## config.mk

```make
export PLATFORM = sky130hd
export DESIGN_NAME = fhmr_top
export DESIGN_NICKNAME = d
export VERILOG_FILES = /design/src/fhmr_pkg.sv /design/src/fhmr_flag_latch.sv /design/src/fhmr_group_or.sv /design/src/fhmr_top.sv
export SDC_FILE = /design/constraint.sdc
export NUM_CORES = 1
export LEC_CHECK = 0
export BUFFER_PORTS_ARGS = -buffer_cell sky130_fd_sc_hd__buf_2
export CAP_MARGIN = 30
export CORE_AREA = 2 2 206 208
export CTS_BUF_LIST = sky130_fd_sc_hd__clkbuf_4 sky130_fd_sc_hd__clkbuf_8 sky130_fd_sc_hd__clkbuf_16
export DETAILED_ROUTE_END_ITERATION = 10
export DIE_AREA = 0 0 208 210
export GPL_ROUTABILITY_DRIVEN = 0
export MAX_ROUTING_LAYER = met4
export PLACE_DENSITY = 0.53
export SLEW_MARGIN = 30
export SYNTH_ARGS = -nofsm -noshare
export SYNTH_HDL_FRONTEND = slang
export SYNTH_HIERARCHICAL = 1
export SYNTH_SLANG_ARGS = --single-unit
```

## constraint.sdc

```tcl
create_clock -name clock -period 4.6 [get_ports clock]
set_input_delay 0.23 -clock clock [delete_from_list [all_inputs] [get_ports clock]]
set_output_delay 0.23 -clock clock [all_outputs]
set_load 0.005 [all_outputs]
```

## src/fhmr_pkg.sv

```systemverilog
// package: group layout, mask and clear register fields, flag widths
package fhmr_pkg;
  // summary bit positions, one per fault group
  localparam int SUM_PWR = 0;
  localparam int SUM_SYS = 1;
  localparam int SUM_OVUV = 2;
  localparam int SUM_OTUT = 3;
  localparam int SUM_COMM = 4;
  localparam int SUM_OTP = 5;
  localparam int SUM_COMP = 6;
  localparam int SUM_PROT = 7;
  localparam int NUM_GROUPS = 8;
  // low-level register counts per group
  localparam int N_PWR = 3;
  localparam int N_SYS = 1;
  localparam int N_OV = 2;
  localparam int N_UV = 2;
  localparam int N_COMM = 3;
  localparam int N_OTP = 1;
  localparam int N_COMP = 11;
  localparam int N_PROT = 1;
  localparam int NUM_REGS = N_PWR + N_SYS + N_OV + N_UV + 2 + N_COMM
    + N_OTP + N_COMP + N_PROT;
  // base index of each group in the flat register array
  localparam int B_PWR = 0;
  localparam int B_SYS = B_PWR + N_PWR;
  localparam int B_OV = B_SYS + N_SYS;
  localparam int B_UV = B_OV + N_OV;
  localparam int B_OT = B_UV + N_UV;
  localparam int B_UT = B_OT + 1;
  localparam int B_COMM = B_UT + 1;
  localparam int B_OTP = B_COMM + N_COMM;
  localparam int B_COMP = B_OTP + N_OTP;
  localparam int B_PROT = B_COMP + N_COMP;
  // mask/clear register a fields
  localparam int MA_PWR = 0;
  localparam int MA_SYS = 1;
  localparam int MA_OV = 2;
  localparam int MA_UV = 3;
  localparam int MA_OT = 4;
  localparam int MA_UT = 5;
  localparam int MA_PROT = 6;
  localparam int MA_COMP = 7;
  // mask/clear register b fields
  localparam int MB_COMM = 0;
  localparam int MB_OTP = 1;
  // debug registers: two under link errors, one under otp
  localparam int NUM_DBG = 3;
  localparam int D_COMM_A = 0;
  localparam int D_COMM_B = 1;
  localparam int D_OTP = 2;
  // low-level register index owning each debug register
  localparam int DBG_PARENT [NUM_DBG] = '{B_COMM, B_COMM + 1, B_OTP};
  localparam int FLAG_W = 8;
  localparam logic [7:0] MASK_RST = 8'h00;
  localparam logic [7:0] SUM_RST = 8'h00;
  localparam logic ALERT_N_RST = 1'b1;
  typedef logic [FLAG_W-1:0] fhmr_flags_t;
  localparam fhmr_flags_t FLAG_RST = 8'h00;
endpackage

```

## src/fhmr_flag_latch.sv

```systemverilog
// one sticky fault flag register with condition-gated clear
`timescale 1ns/1ps
module fhmr_flag_latch
  import fhmr_pkg::*;
(
  // clock and reset
  input wire logic clock,
  input wire logic rstn,
  // live fault conditions and clear strobe
  input wire fhmr_pkg::fhmr_flags_t cond,
  input wire logic clear,
  // latched flags
  output fhmr_pkg::fhmr_flags_t flags
);
  import fhmr_pkg::*;

  fhmr_flags_t flags_r;
  fhmr_flags_t flags_nxt;
  always_comb
  begin
    // a live condition always sets, so it also wins over a clear
    if (clear)
      flags_nxt = cond;
    else
      flags_nxt = flags_r | cond;
  end
  always_ff @(posedge clock or negedge rstn)
  begin
    if (!rstn)
      flags_r <= FLAG_RST;
    else
      flags_r <= flags_nxt;
  end
  assign flags = flags_r;
endmodule

```

## src/fhmr_group_or.sv

```systemverilog
// reduces a run of low-level flag registers to one group-active bit
`timescale 1ns/1ps
module fhmr_group_or
  import fhmr_pkg::*;
#(
  parameter int N = 1
)
(
  // registers of the group
  input wire fhmr_pkg::fhmr_flags_t regs [N],
  // any flag set in the group
  output logic active
);
  import fhmr_pkg::*;

  always_comb
  begin
    active = 1'b0;
    for (int i = 0; i < N; i++)
      active = active | (|regs[i]);
  end
endmodule

```

## src/fhmr_top.sv

```systemverilog
// fault hierarchy: latched flags, group summary, masks, clears, alert pin
`timescale 1ns/1ps
module fhmr_top
  import fhmr_pkg::*;
(
  // clock and reset
  input wire logic clock,
  input wire logic rstn,
  // live fault conditions, one word per low-level register
  input wire fhmr_pkg::fhmr_flags_t fault_cond [fhmr_pkg::NUM_REGS],
  // live conditions behind the debug registers
  input wire fhmr_pkg::fhmr_flags_t debug_cond [fhmr_pkg::NUM_DBG],
  // mask register writes
  input wire logic mask_a_we,
  input wire logic [7:0] mask_a_wdata,
  input wire logic mask_b_we,
  input wire logic [7:0] mask_b_wdata,
  // clear register writes, bits self-clear
  input wire logic clear_a_we,
  input wire logic [7:0] clear_a_wdata,
  input wire logic clear_b_we,
  input wire logic [7:0] clear_b_wdata,
  // alert pin configuration
  input wire logic alert_pin_enable,
  // status readback
  output fhmr_pkg::fhmr_flags_t fault_flags [fhmr_pkg::NUM_REGS],
  output fhmr_pkg::fhmr_flags_t link_detail_flags [fhmr_pkg::NUM_DBG],
  output logic [7:0] group_mask_reg_a,
  output logic [7:0] group_mask_reg_b,
  output logic [7:0] fault_summary,
  // active-low fault alert pin
  output logic fault_alert_pin_n
);
  import fhmr_pkg::*;

  logic [7:0] mask_a_r;
  logic [7:0] mask_a_nxt;
  logic [7:0] mask_b_r;
  logic [7:0] mask_b_nxt;
  logic [7:0] summary_r;
  logic [7:0] summary_nxt;
  logic alert_n_r;
  logic alert_n_nxt;
  logic [NUM_REGS-1:0] reg_clear;
  logic [NUM_DBG-1:0] dbg_clear;
  logic [7:0] clr_a;
  logic [7:0] clr_b;
  logic [7:0] grp_active;
  logic [7:0] grp_masked;
  logic ov_act;
  logic uv_act;
  logic ot_act;
  logic ut_act;

  // clear strobes apply only in the write cycle; the clear registers
  // read as zero, so no state is kept for them
  assign clr_a = clear_a_we ? clear_a_wdata : 8'h00;
  assign clr_b = clear_b_we ? clear_b_wdata : 8'h00;

  function automatic logic in_range(input int i, input int b, input int n);
    in_range = (i >= b) && (i < b + n);
  endfunction

  // clear bit owning a given low-level register, same layout as masks
  always_comb
  begin
    for (int i = 0; i < NUM_REGS; i++)
    begin
      reg_clear[i] = 1'b0;
      if (in_range(i, B_PWR, N_PWR))
        reg_clear[i] = clr_a[MA_PWR];
      if (in_range(i, B_SYS, N_SYS))
        reg_clear[i] = clr_a[MA_SYS];
      if (in_range(i, B_OV, N_OV))
        reg_clear[i] = clr_a[MA_OV];
      if (in_range(i, B_UV, N_UV))
        reg_clear[i] = clr_a[MA_UV];
      if (i == B_OT)
        reg_clear[i] = clr_a[MA_OT];
      if (i == B_UT)
        reg_clear[i] = clr_a[MA_UT];
      if (in_range(i, B_PROT, N_PROT))
        reg_clear[i] = clr_a[MA_PROT];
      if (in_range(i, B_COMP, N_COMP))
        reg_clear[i] = clr_a[MA_COMP];
      if (in_range(i, B_COMM, N_COMM))
        reg_clear[i] = clr_b[MB_COMM];
      if (in_range(i, B_OTP, N_OTP))
        reg_clear[i] = clr_b[MB_OTP];
    end
    for (int d = 0; d < NUM_DBG; d++)
      dbg_clear[d] = reg_clear[DBG_PARENT[d]];
  end

  genvar g;
  generate
    for (g = 0; g < NUM_REGS; g++)
    begin : g_low
      fhmr_flag_latch u_latch (
        .clock(clock),
        .rstn(rstn),
        .cond(fault_cond[g]),
        .clear(reg_clear[g]),
        .flags(fault_flags[g])
      );
    end
    for (g = 0; g < NUM_DBG; g++)
    begin : g_dbg
      fhmr_flag_latch u_latch (
        .clock(clock),
        .rstn(rstn),
        .cond(debug_cond[g]),
        .clear(dbg_clear[g]),
        .flags(link_detail_flags[g])
      );
    end
  endgenerate

  // group reductions over the latched low-level registers
  fhmr_group_or #(.N(N_PWR)) u_pwr (
    .regs(fault_flags[B_PWR +: N_PWR]),
    .active(grp_active[SUM_PWR])
  );
  fhmr_group_or #(.N(N_SYS)) u_sys (
    .regs(fault_flags[B_SYS +: N_SYS]),
    .active(grp_active[SUM_SYS])
  );
  fhmr_group_or #(.N(N_OV)) u_ov (
    .regs(fault_flags[B_OV +: N_OV]),
    .active(ov_act)
  );
  fhmr_group_or #(.N(N_UV)) u_uv (
    .regs(fault_flags[B_UV +: N_UV]),
    .active(uv_act)
  );
  fhmr_group_or #(.N(N_COMM)) u_comm (
    .regs(fault_flags[B_COMM +: N_COMM]),
    .active(grp_active[SUM_COMM])
  );
  fhmr_group_or #(.N(N_OTP)) u_otp (
    .regs(fault_flags[B_OTP +: N_OTP]),
    .active(grp_active[SUM_OTP])
  );
  fhmr_group_or #(.N(N_COMP)) u_comp (
    .regs(fault_flags[B_COMP +: N_COMP]),
    .active(grp_active[SUM_COMP])
  );
  fhmr_group_or #(.N(N_PROT)) u_prot (
    .regs(fault_flags[B_PROT +: N_PROT]),
    .active(grp_active[SUM_PROT])
  );
  assign ot_act = |fault_flags[B_OT];
  assign ut_act = |fault_flags[B_UT];
  // merged halves; the gated form below is what reaches the summary
  assign grp_active[SUM_OVUV] = ov_act | uv_act;
  assign grp_active[SUM_OTUT] = ot_act | ut_act;

  // per-group gating; the voltage and temperature summaries each merge
  // two masked subgroups, so a single mask bit only hides its own half
  always_comb
  begin
    grp_masked = 8'h00;
    grp_masked[SUM_PWR] = grp_active[SUM_PWR] & ~mask_a_r[MA_PWR];
    grp_masked[SUM_SYS] = grp_active[SUM_SYS] & ~mask_a_r[MA_SYS];
    grp_masked[SUM_OVUV] = (ov_act & ~mask_a_r[MA_OV])
      | (uv_act & ~mask_a_r[MA_UV]);
    grp_masked[SUM_OTUT] = (ot_act & ~mask_a_r[MA_OT])
      | (ut_act & ~mask_a_r[MA_UT]);
    grp_masked[SUM_COMM] = grp_active[SUM_COMM] & ~mask_b_r[MB_COMM];
    grp_masked[SUM_OTP] = grp_active[SUM_OTP] & ~mask_b_r[MB_OTP];
    grp_masked[SUM_COMP] = grp_active[SUM_COMP] & ~mask_a_r[MA_COMP];
    grp_masked[SUM_PROT] = grp_active[SUM_PROT] & ~mask_a_r[MA_PROT];
  end

  // mask group: a write lands at its edge; the summary, built from the
  // registered masks, follows one edge later
  always_comb
  begin
    mask_a_nxt = mask_a_r;
    mask_b_nxt = mask_b_r;
    if (mask_a_we)
      mask_a_nxt = mask_a_wdata;
    if (mask_b_we)
      mask_b_nxt = mask_b_wdata;
  end

  always_ff @(posedge clock or negedge rstn)
  begin
    if (!rstn)
    begin
      mask_a_r <= MASK_RST;
      mask_b_r <= MASK_RST;
    end
    else
    begin
      mask_a_r <= mask_a_nxt;
      mask_b_r <= mask_b_nxt;
    end
  end

  // summary group: read-only and rebuilt every cycle from latched flags,
  // so a bit drops only once every register of its group is clear or masked
  always_comb
  begin
    summary_nxt = grp_masked;
  end

  always_ff @(posedge clock or negedge rstn)
  begin
    if (!rstn)
      summary_r <= SUM_RST;
    else
      summary_r <= summary_nxt;
  end

  // alert group: the pin enable gates only the pin, never the summary
  always_comb
  begin
    alert_n_nxt = ~(alert_pin_enable & (|grp_masked));
  end

  always_ff @(posedge clock or negedge rstn)
  begin
    if (!rstn)
      alert_n_r <= ALERT_N_RST;
    else
      alert_n_r <= alert_n_nxt;
  end

  assign group_mask_reg_a = mask_a_r;
  assign group_mask_reg_b = mask_b_r;
  assign fault_summary = summary_r;
  assign fault_alert_pin_n = alert_n_r;
endmodule

```

== Word level (Yosys, flattened, before mapping) ==
Cells that the tools add are included.

* Reductions and logical operators: 27
* Muxes and demuxes: 31
* Bitwise operators: 69

{| class="wikitable"
|+ Operators with widths
! cell !! count
|-
| two-way mux 8 bit || 30
|-
| bitwise OR 8 bit || 29
|-
| OR reduction 8 bit || 27
|-
| bitwise OR 1 bit || 18
|-
| bitwise AND 1 bit || 11
|-
| NOT 1 bit || 11
|-
| two-way mux 2 bit || 1
|}

* Register bits after elaboration: 257
* Logic and storage cells: 160
* Input bits: 271
* Output and inout bits: 257

== Logic depth before layout (Yosys ltp) ==
Gate-level depths: netlist (run 1).

* Word-level depth: 15
* Depth in mapped cells: 7
* Depth with buffers taken out: 7

== Modules after synthesis ==
The synthesis (run 1) kept the hierarchy.

{| class="wikitable"
|+ By module, submodules not included
! module !! area each (um^2) !! cells each !! instances
|-
| fhmr_flag_latch || 264.0 || 17 || 29
|-
| fhmr_top || 1024.7 || 72 || 1
|-
| fhmr_group_or at u_comp || 190.2 || 29 || 1
|-
| fhmr_group_or at u_comm ... || 51.3 || 8 || 2
|-
| fhmr_group_or at u_ov ... || 31.3 || 5 || 2
|-
| fhmr_group_or at u_otp ... || 16.3 || 3 || 3
|}

== Worst setup path before layout (run 1) ==
Ideal clock, no wire load.

* Path kind: reg2reg
* Start: register g_low[22].u_latch.flags_r[3]
* End: register alert_n_r (netlist: fault_alert_pin_n)
* Setup slack: 2461 ps
* Cell stages (with the launch flop): 8
* Arrival time: 2042 ps
* Required time: 4503 ps
* Period minus slack after synthesis: 2139 ps
* Library setup time: 97 ps
* Cells stage by stage: dfrtp_1 > nor4_1 > nand4_1 > nor4_1 > nand4_1 > nor2b_4 > or4_4 > o41ai_2

* Word-level cells in the longest chain between the ends: 8

{| class="wikitable"
|+ Ends and longest elaborated chain
! what !! line !! source
|-
| from (decl) || fhmr_flag_latch.sv:17 || <nowiki>fhmr_flags_t flags_r;</nowiki>
|-
| from (signal assigned) || fhmr_flag_latch.sv:32 || <nowiki>flags_r <= flags_nxt;</nowiki>
|-
| OR reduction 8 bit || fhmr_group_or.sv:20 || <nowiki>active = active | (|regs[i]);</nowiki>
|-
| bitwise OR 1 bit (3 in series) || fhmr_group_or.sv:20 ||
|-
| net grp_active[6] || fhmr_top.sv:48 || <nowiki>logic [7:0] grp_active;</nowiki>
|-
| bitwise AND 1 bit || fhmr_top.sv:171 || <nowiki>grp_masked[SUM_COMP] = grp_active[SUM_COMP] & ~mask_a_r[MA_COMP];</nowiki>
|-
| net grp_masked[6] || fhmr_top.sv:49 || <nowiki>logic [7:0] grp_masked;</nowiki>
|-
| OR reduction 8 bit || fhmr_top.sv:219 || <nowiki>alert_n_nxt = ~(alert_pin_enable & (|grp_masked));</nowiki>
|-
| bitwise AND 1 bit || fhmr_top.sv:219 ||
|-
| NOT 1 bit || fhmr_top.sv:219 ||
|-
| net alert_n_nxt || fhmr_top.sv:43 || <nowiki>logic alert_n_nxt;</nowiki>
|-
| to (signal assigned) || fhmr_top.sv:227 || <nowiki>alert_n_r <= alert_n_nxt;</nowiki>
|-
| to (decl) || fhmr_top.sv:42 || <nowiki>logic alert_n_r;</nowiki>
|}

The timed path passes the listed nets, and every way through them passes these cells.
A chain may end at the register's enable or synchronous reset.

== Worst setup path after layout (run 1) ==
* Start: register g_low[16].u_latch.flags_r[7]
* End: register alert_n_r (netlist: fault_alert_pin_n)

* Word-level cells in the longest chain between the ends: 14

{| class="wikitable"
|+ Ends and longest elaborated chain
! what !! line
|-
| from (decl) || fhmr_flag_latch.sv:17
|-
| from (signal assigned) || fhmr_flag_latch.sv:32
|-
| OR reduction 8 bit || fhmr_group_or.sv:20
|-
| bitwise OR 1 bit (9 in series) || fhmr_group_or.sv:20
|-
| net grp_active[6] || fhmr_top.sv:48
|-
| bitwise AND 1 bit || fhmr_top.sv:171
|-
| net grp_masked[6] || fhmr_top.sv:49
|-
| OR reduction 8 bit || fhmr_top.sv:219
|-
| bitwise AND 1 bit || fhmr_top.sv:219
|-
| NOT 1 bit || fhmr_top.sv:219
|-
| net alert_n_nxt || fhmr_top.sv:43
|}

The timed path passes the listed nets, and every way through them passes these cells.

==> results.yml, run 1 <==
clock_tree:
  root_buffer: "clkbuf_16"
  clock-sinks: 257
  cts_buffers: 29
  postCtsResizedCells: 0
  path_clk_slew_ps: 60
  htreeDepth: 1
  cts_tree: "yes"
  insertion_delay_ps: 550
  clk_path_buf_depth: 3
drt:
  num_vias: 8479
  ant_nets: 0
  wirelength_um: 35300
  drc: 0
  drt_first_iter_violations: 431
  wl_per_cell_um: 17.7
  vias_per_cell: 4.26
  first_pass_iters: 4
power_and_ir_drop:
  power_density_mw_per_mm2: 350
  leakage_uw: 0.00713
  ir_drop_mv: 0.336
  power_uw: 5550
worst_setup_path:
  crit_chain: "nor4_1 > nand4_1 > nor4_1 > nand4_1 > nor2b_4 > or4_4 > o41ai_2"
  arrival_ps: 3350
  cp.required_ps: 5060
  cp_slowest_cell: "nor4_1"
  cpLargestDelayFamily: "simple AND/OR/NAND/NOR gates"
  end_kind: "flip-flop"
  cp-start-kind: "flip-flop"
  critPathKind: "reg2reg"
  critPathMaxStageDelay_ps: 530
  crit_fanout: 3
  crit_buf_inv: 0
cells_and_area:
  final_util_pct: 38.2
  syn2layout_area_growth_pct: 74.5
  fin_cells: 1992
  fin_nets: 1703
  finalInstanceArea_mm2: 0.0159
  drive_above_1_share_pct: 43.3
floorplan:
  die-area_mm2: 0.0437
  core-area_mm2: 0.0415
  die_x_um: 208
  start_util_pct: 21.9
  std_cell_rows: 75
  io_pins: 528
  fp.dieH_um: 210
synthesis:
  syn-num-nets: 900
  ys_warn_count: 6
  synthCells: 629
  synth_cell_types: 20
  ys_seq_area_share_pct: 70.8
  ys_ff_latch: 257
  syn_area_per_cell_um2: 14.4
  syn-cell-area_mm2: 0.00908
global_routing:
  gr-total-overflow: 0
  grt_pass1_vias: 9272
  grt_use_total_pct: 15.9
  antenna_found_initial: 1
  grt_pass1_wl_um: 52800
  grt_start_max_net_pins: 133
timing:
  relSlewSlack_pct: 44.0
  setup_tns_ps: 0
  setup_violations: 0
  rsz0062_at_grt: "false"
  slew_violations: 0
  period_minus_slack_ps: 2890
  tightest_slew_ps: 839
  hold_viol_final: 0
  fmax_mhz: 346
  skew_ps: 7.28
  final.period_utilization_pct: 62.9
placed_design:
  place_hpwl_um: 26200
  numPortBuffers: 521
  dp.cells: 1690
  place_area_mm2: 0.0124
status:
  status: "finished, final reports clean"
run:
  drv_cap: 0
min_path:
  hold_path_class: "in2reg"
## flip-flops by register name (all words and copies together), names as in the netlist
signal	flops
group_mask_reg_b	8
fault_summary	8
g_low.u_latch/flags	208
g_dbg.u_latch/flags	24
group_mask_reg_a	8
fault_alert_pin_n	1
## power by group
| group | switching, uW | internal [uW] | leakage, uW |
|---|---|---|---|
| Combinational | 317 | 429 | 0.00406 |
| Clock | 923 | 1330 | 0.000466 |
| Sequential | 127 | 2420 | 0.00261 |
| Total | 1370 | 4180 | 0.00713 |
## cell type report
| type | instances | area [um2] |
|---|---|---|
| tap | 539 | 674 |
| clock buffer | 44 | 895 |
| timing repair buffer | 774 | 5150 |
| sequential | 257 | 6430 |
| multi-input combinational | 341 | 2540 |
| inverter | 29 | 109 |
| fill | 3962 | 25600 |
| antenna | 1 | 2.50 |
| clock inverter | 7 | 46.3 |
## layout by cell type (no fill, tap or decap)
| master | Yosys | layout |
|---|---|---|
| a21oi_1 | 2 | 2 |
| clkinvlp_4 | 0 | 3 |
| buf_12 | 0 | 1 |
| diode_2 | 0 | 1 |
| nand4_1 | 7 | 7 |
| clkbuf_8 | 0 | 9 |
| nor4_2 | 1 | 2 |
| clkbuf_16 | 0 | 29 |
| nand3_1 | 2 | 2 |
| dfrtp_1 | 256 | 256 |
| dfstp_2 | 1 | 1 |
| inv_2 | 29 | 29 |
| buf_4 | 0 | 2 |
| a21o_1 | 232 | 232 |
| and2_1 | 10 | 10 |
| mux2_2 | 16 | 16 |
| buf_8 | 0 | 1 |
| or2_2 | 2 | 2 |
| or4_1 | 1 | 1 |
| dlygate4sd3_1 | 0 | 250 |
| nor4_1 | 52 | 51 |
| o41ai_2 | 1 | 1 |
| inv_6 | 0 | 1 |
| nand2_1 | 3 | 3 |
| buf_2 | 0 | 520 |
| clkinv_2 | 0 | 3 |
| or4_4 | 1 | 1 |
| nor2b_4 | 2 | 2 |
| and4_1 | 3 | 3 |
| nor2b_1 | 6 | 6 |
| clkbuf_4 | 0 | 6 |
## Yosys cell counts, drive strengths merged
| master | count | area share (%) |
|---|---|---|
| and4 | 3 | 0.29 |
| or4 | 2 | 0.21 |
| a21oi | 2 | 0.11 |
| o41ai | 1 | 0.18 |
| dfrtp | 256 | 71 |
| a21o | 232 | 19 |
| nand3 | 2 | 0.11 |
| nand2 | 3 | 0.12 |
| and2 | 10 | 0.69 |
| nor4 | 53 | 3.7 |
| nand4 | 7 | 0.48 |
| clkbuf | 2 | 0.083 |
| nor2b | 8 | 0.72 |
| inv | 29 | 1.2 |
| mux2 | 16 | 2.0 |
| or2 | 2 | 0.14 |
| dfstp | 1 | 0.29 |
## layer usage
metal	global-route usage (%)	routed length (um)
met4	6.02	1540
met1	17.5	13700
met5	-	0
met3	3.84	2330
met2	27.7	17800
## path summary, 6_finish.rpt
path / from / to / slack [ps] / cells after the start
max reg2reg: g_low[16].u_latch/flags[7]$_DFF_PN0_ / fault_alert_pin_n$_DFF_PN1_ / 1710 / 7
min: mask_b_we / group_mask_reg_b[7]$_DFFE_PN0P_ / 100 / 2
min reg2reg: group_mask_reg_a[1]$_DFFE_PN0P_ / fault_summary[1]$_DFF_PN0_ / 470 / 1
max: g_low[16].u_latch/flags[7]$_DFF_PN0_ / fault_alert_pin_n$_DFF_PN1_ / 1710 / 7
min in group asynchronous: rstn / g_low[5].u_latch/flags[7]$_DFF_PN0_ / 240 / 2
max in group asynchronous: rstn / g_low[17].u_latch/flags[5]$_DFF_PN0_ / 3060 / 3
## through the flow
stage	hold slack (ps)	setup slack (ps)
6_report	105	1710
5_1_grt	101	1440
4_1_cts	75.4	1490
3_5_place_dp	272	1490
3_3_place_gp	261	1510
2_1_floorplan	-65.6	2460
## cell families after synthesis
| family | Yosys count | share of synthesized area [%] |
|---|---|---|
| flip-flops | 257 | 70.8 |
| AO/OA/AOI/OAI | 235 | 19.5 |
| multiplexers | 16 | 1.98 |
| AND/OR/NAND/NOR | 90 | 6.47 |
| buffers and inverters | 31 | 1.28 |
## timing repair
item                                   4_1_cts  5_1_grt
buffers inserted                             0        0
hold buffers                               250        0
endpoints found under the hold margin      335        0
Note: power is estimated with default switching activity, not from simulation.
==> run 2: changes to the inputs <==
- ABC_AREA: default -> 1
- CORE_AREA: 2 2 206 208 -> 2 2 205 207
- DIE_AREA: 0 0 208 210 -> 0 0 207 209
- PLACE_DENSITY: 0.53 -> 0.58
- clock period: 4.6 -> 2.4 ns (I/O delays scaled with it)
==> run 2 against run 1 <==
Highest routed layer unchanged. Largest power group unchanged. Via count up 28%. Synthesized cell count grew 100%. Sequential share of layout area fell by 4.7 points. Critical path type unchanged.
==> results.yml, run 2 <==
drt:
  first_pass_iters: 5
  num_vias: 10822
  drt_first_iter_violations: 564
  wl_per_cell_um: 13.7
  vias_per_cell: 3.98
  ant_nets: 0
  drc: 0
  wirelength_um: 37300
placed_design:
  numPortBuffers: 521
  place_hpwl_um: 26300
  dp.cells: 2349
synthesis:
  synth_edf_count: 0
  synthArstFlopShare_pct: 100
  synth_top_area_share_pct: 61.7
  ys_warn_count: 6
  synth_area_leader_cell: "dfrtp_1"
  ys.flop_type: "dfrtp_1"
  synthCells: 1284
  synth_cell_types: 14
  synth_area_leaders: "dfrtp_1, nand2_1, inv_1"
  ys_seq_area_share_pct: 62.0
  synth_most_common_cell: "nand2_1"
  ys_ff_latch: 257
  syn_area_per_cell_um2: 8.08
  syn-cell-area_mm2: 0.0104
  syn-num-nets: 1555
  ys_top_cells_by_count: "nand2_1, inv_1, dfrtp_1"
global_routing:
  grt_start_max_net_pins: 81
  grt_pass1_wl_um: 59200
  grt_use_total_pct: 17.3
  grt_pass1_vias: 11433
  gr-total-overflow: 0
  antenna_found_initial: 0
timing:
  final.period_utilization_pct: 74.7
  relSlewSlack_pct: 52.3
  period_minus_slack_ps: 1790
  rsz0062_at_grt: "false"
  skew_ps: 12.6
  hold_viol_final: 0
  setup_violations: 0
  slew_violations: 0
  tightest_slew_ps: 715
  setup_tns_ps: 0
  fmax_mhz: 558
power_and_ir_drop:
  ir_drop_mv: 0.520
  power_density_mw_per_mm2: 625
  leakage_uw: 0.00975
worst_setup_path:
  arrival_ps: 2290
  cp.required_ps: 2890
  critPathKind: "reg2reg"
  cp-start-kind: "flip-flop"
  crit_fanout: 3
  end_kind: "flip-flop"
floorplan:
  die-area_mm2: 0.0433
  core-area_mm2: 0.0413
  fp.dieH_um: 209
  io_pins: 528
  std_cell_rows: 75
  start_util_pct: 25.1
  die_x_um: 207
clock_tree:
  insertion_delay_ps: 550
  clock-sinks: 257
  cts_buffers: 29
  postCtsSetupRepairBufs: 0
  postCtsResizedCells: 0
  htreeDepth: 1
  cts_tree: "yes"
  path_clk_slew_ps: 60
  hold_buffers: 318
  root_buffer: "clkbuf_16"
  clk_path_buf_depth: 3
cells_and_area:
  diodes: 0
  layout_commonest_cell: "nand2_1"
  fin_nets: 2430
  largest_reg_flops: 208
  final_cell_mix: "nand2_1, buf_2, dlygate4sd3_1"
  fin_cells: 2719
  drive_above_1_share_pct: 28.4
  syn2layout_area_growth_pct: 73.0
  final_util_pct: 43.5
min_path:
  hold_path_class: "in2reg"
status:
  status: "finished, final reports clean"
run:
  drv_cap: 0
[run 2: cell type report]
class,instances,area [um2]
fillers,3898,23300
flip-flops and latches,257,6430
repair buffers,847,5900
multi-input cells,709,2740
inverters,315,1180
clock buffers,45,908
well taps,539,674
clock inverters,7,114
[run 2: final timing paths]
path | slack [ps] | end | cells after the start | start
worst max register to register | 610 | fault_alert_pin_n$_DFF_PN1_ | 13 | g_low[16].u_latch/flags[1]$_DFF_PN0_
min in group asynchronous | 190 | g_low[15].u_latch/flags[2]$_DFF_PN0_ | 2 | rstn
worst max-delay path | 610 | fault_alert_pin_n$_DFF_PN1_ | 13 | g_low[16].u_latch/flags[1]$_DFF_PN0_
max in group asynchronous | 1450 | fault_alert_pin_n$_DFF_PN1_ | 3 | rstn
worst min-delay path | 30 | g_low[6].u_latch/flags[4]$_DFF_PN0_ | 6 | clear_a_wdata[3]
worst min register to register | 470 | g_dbg[1].u_latch/flags[7]$_DFF_PN0_ | 2 | g_dbg[1].u_latch/flags[7]$_DFF_PN0_
[run 2: critical path, stage by stage (launching register included)]
cell and delay (ps):
dfrtp_1 390, nor2_1 130, nand2_1 60, nor2_1 110
nand2_1 70, nor2_1 210, nand3_1 200, nand2_1 130
nand2_1 60, inv_1 50, nand2_1 50, nor2_1 130
nand3_1 90, nand2_1 60
[run 2: through the flow]
step | power (uW) | hold WS (ps) | instance area [um2] | setup WS [ps]
3_5_place_dp | 6170 | 172 | 13700 | 554
6_report | 11200 | 30.4 | 17900 | 608
3_3_place_gp | 6150 | 164 | 13700 | 551
2_1_floorplan | 5350 | -176 | 10400 | 1130
5_1_grt | 11700 | 34.1 | 17900 | 349
4_1_cts | 11300 | 1.14 | 17900 | 541
[run 2: power breakdown]
group,total (uW),internal (uW),switching [uW]
combinational,1700,910,794
sequential,4850,4630,222
clock,4660,2910,1760
[run 2: cell families (layout without fill, tap and decap cells)]
kind of cell           count (synthesis)  count (layout)  synth area share [%]
AO/OA/AOI/OAI                         10              10                 0.482
multiplexers                           6               6                 0.651
flip-flops                           257             257                  62.0
buffers and inverters                318            1214                  11.6
AND/OR/NAND/NOR                      693             693                  25.3
[run 2: metal layers]
layer / up-vias / track usage (%) / part of all wire [%]
met5: - / - / 0
met4: 0 / 6.43 / 3.3
met3: 87 / 2.72 / 5.3
met2: 387 / 30.9 / 51
met1: 4983 / 19.6 / 40
li1: 5365 / - / -
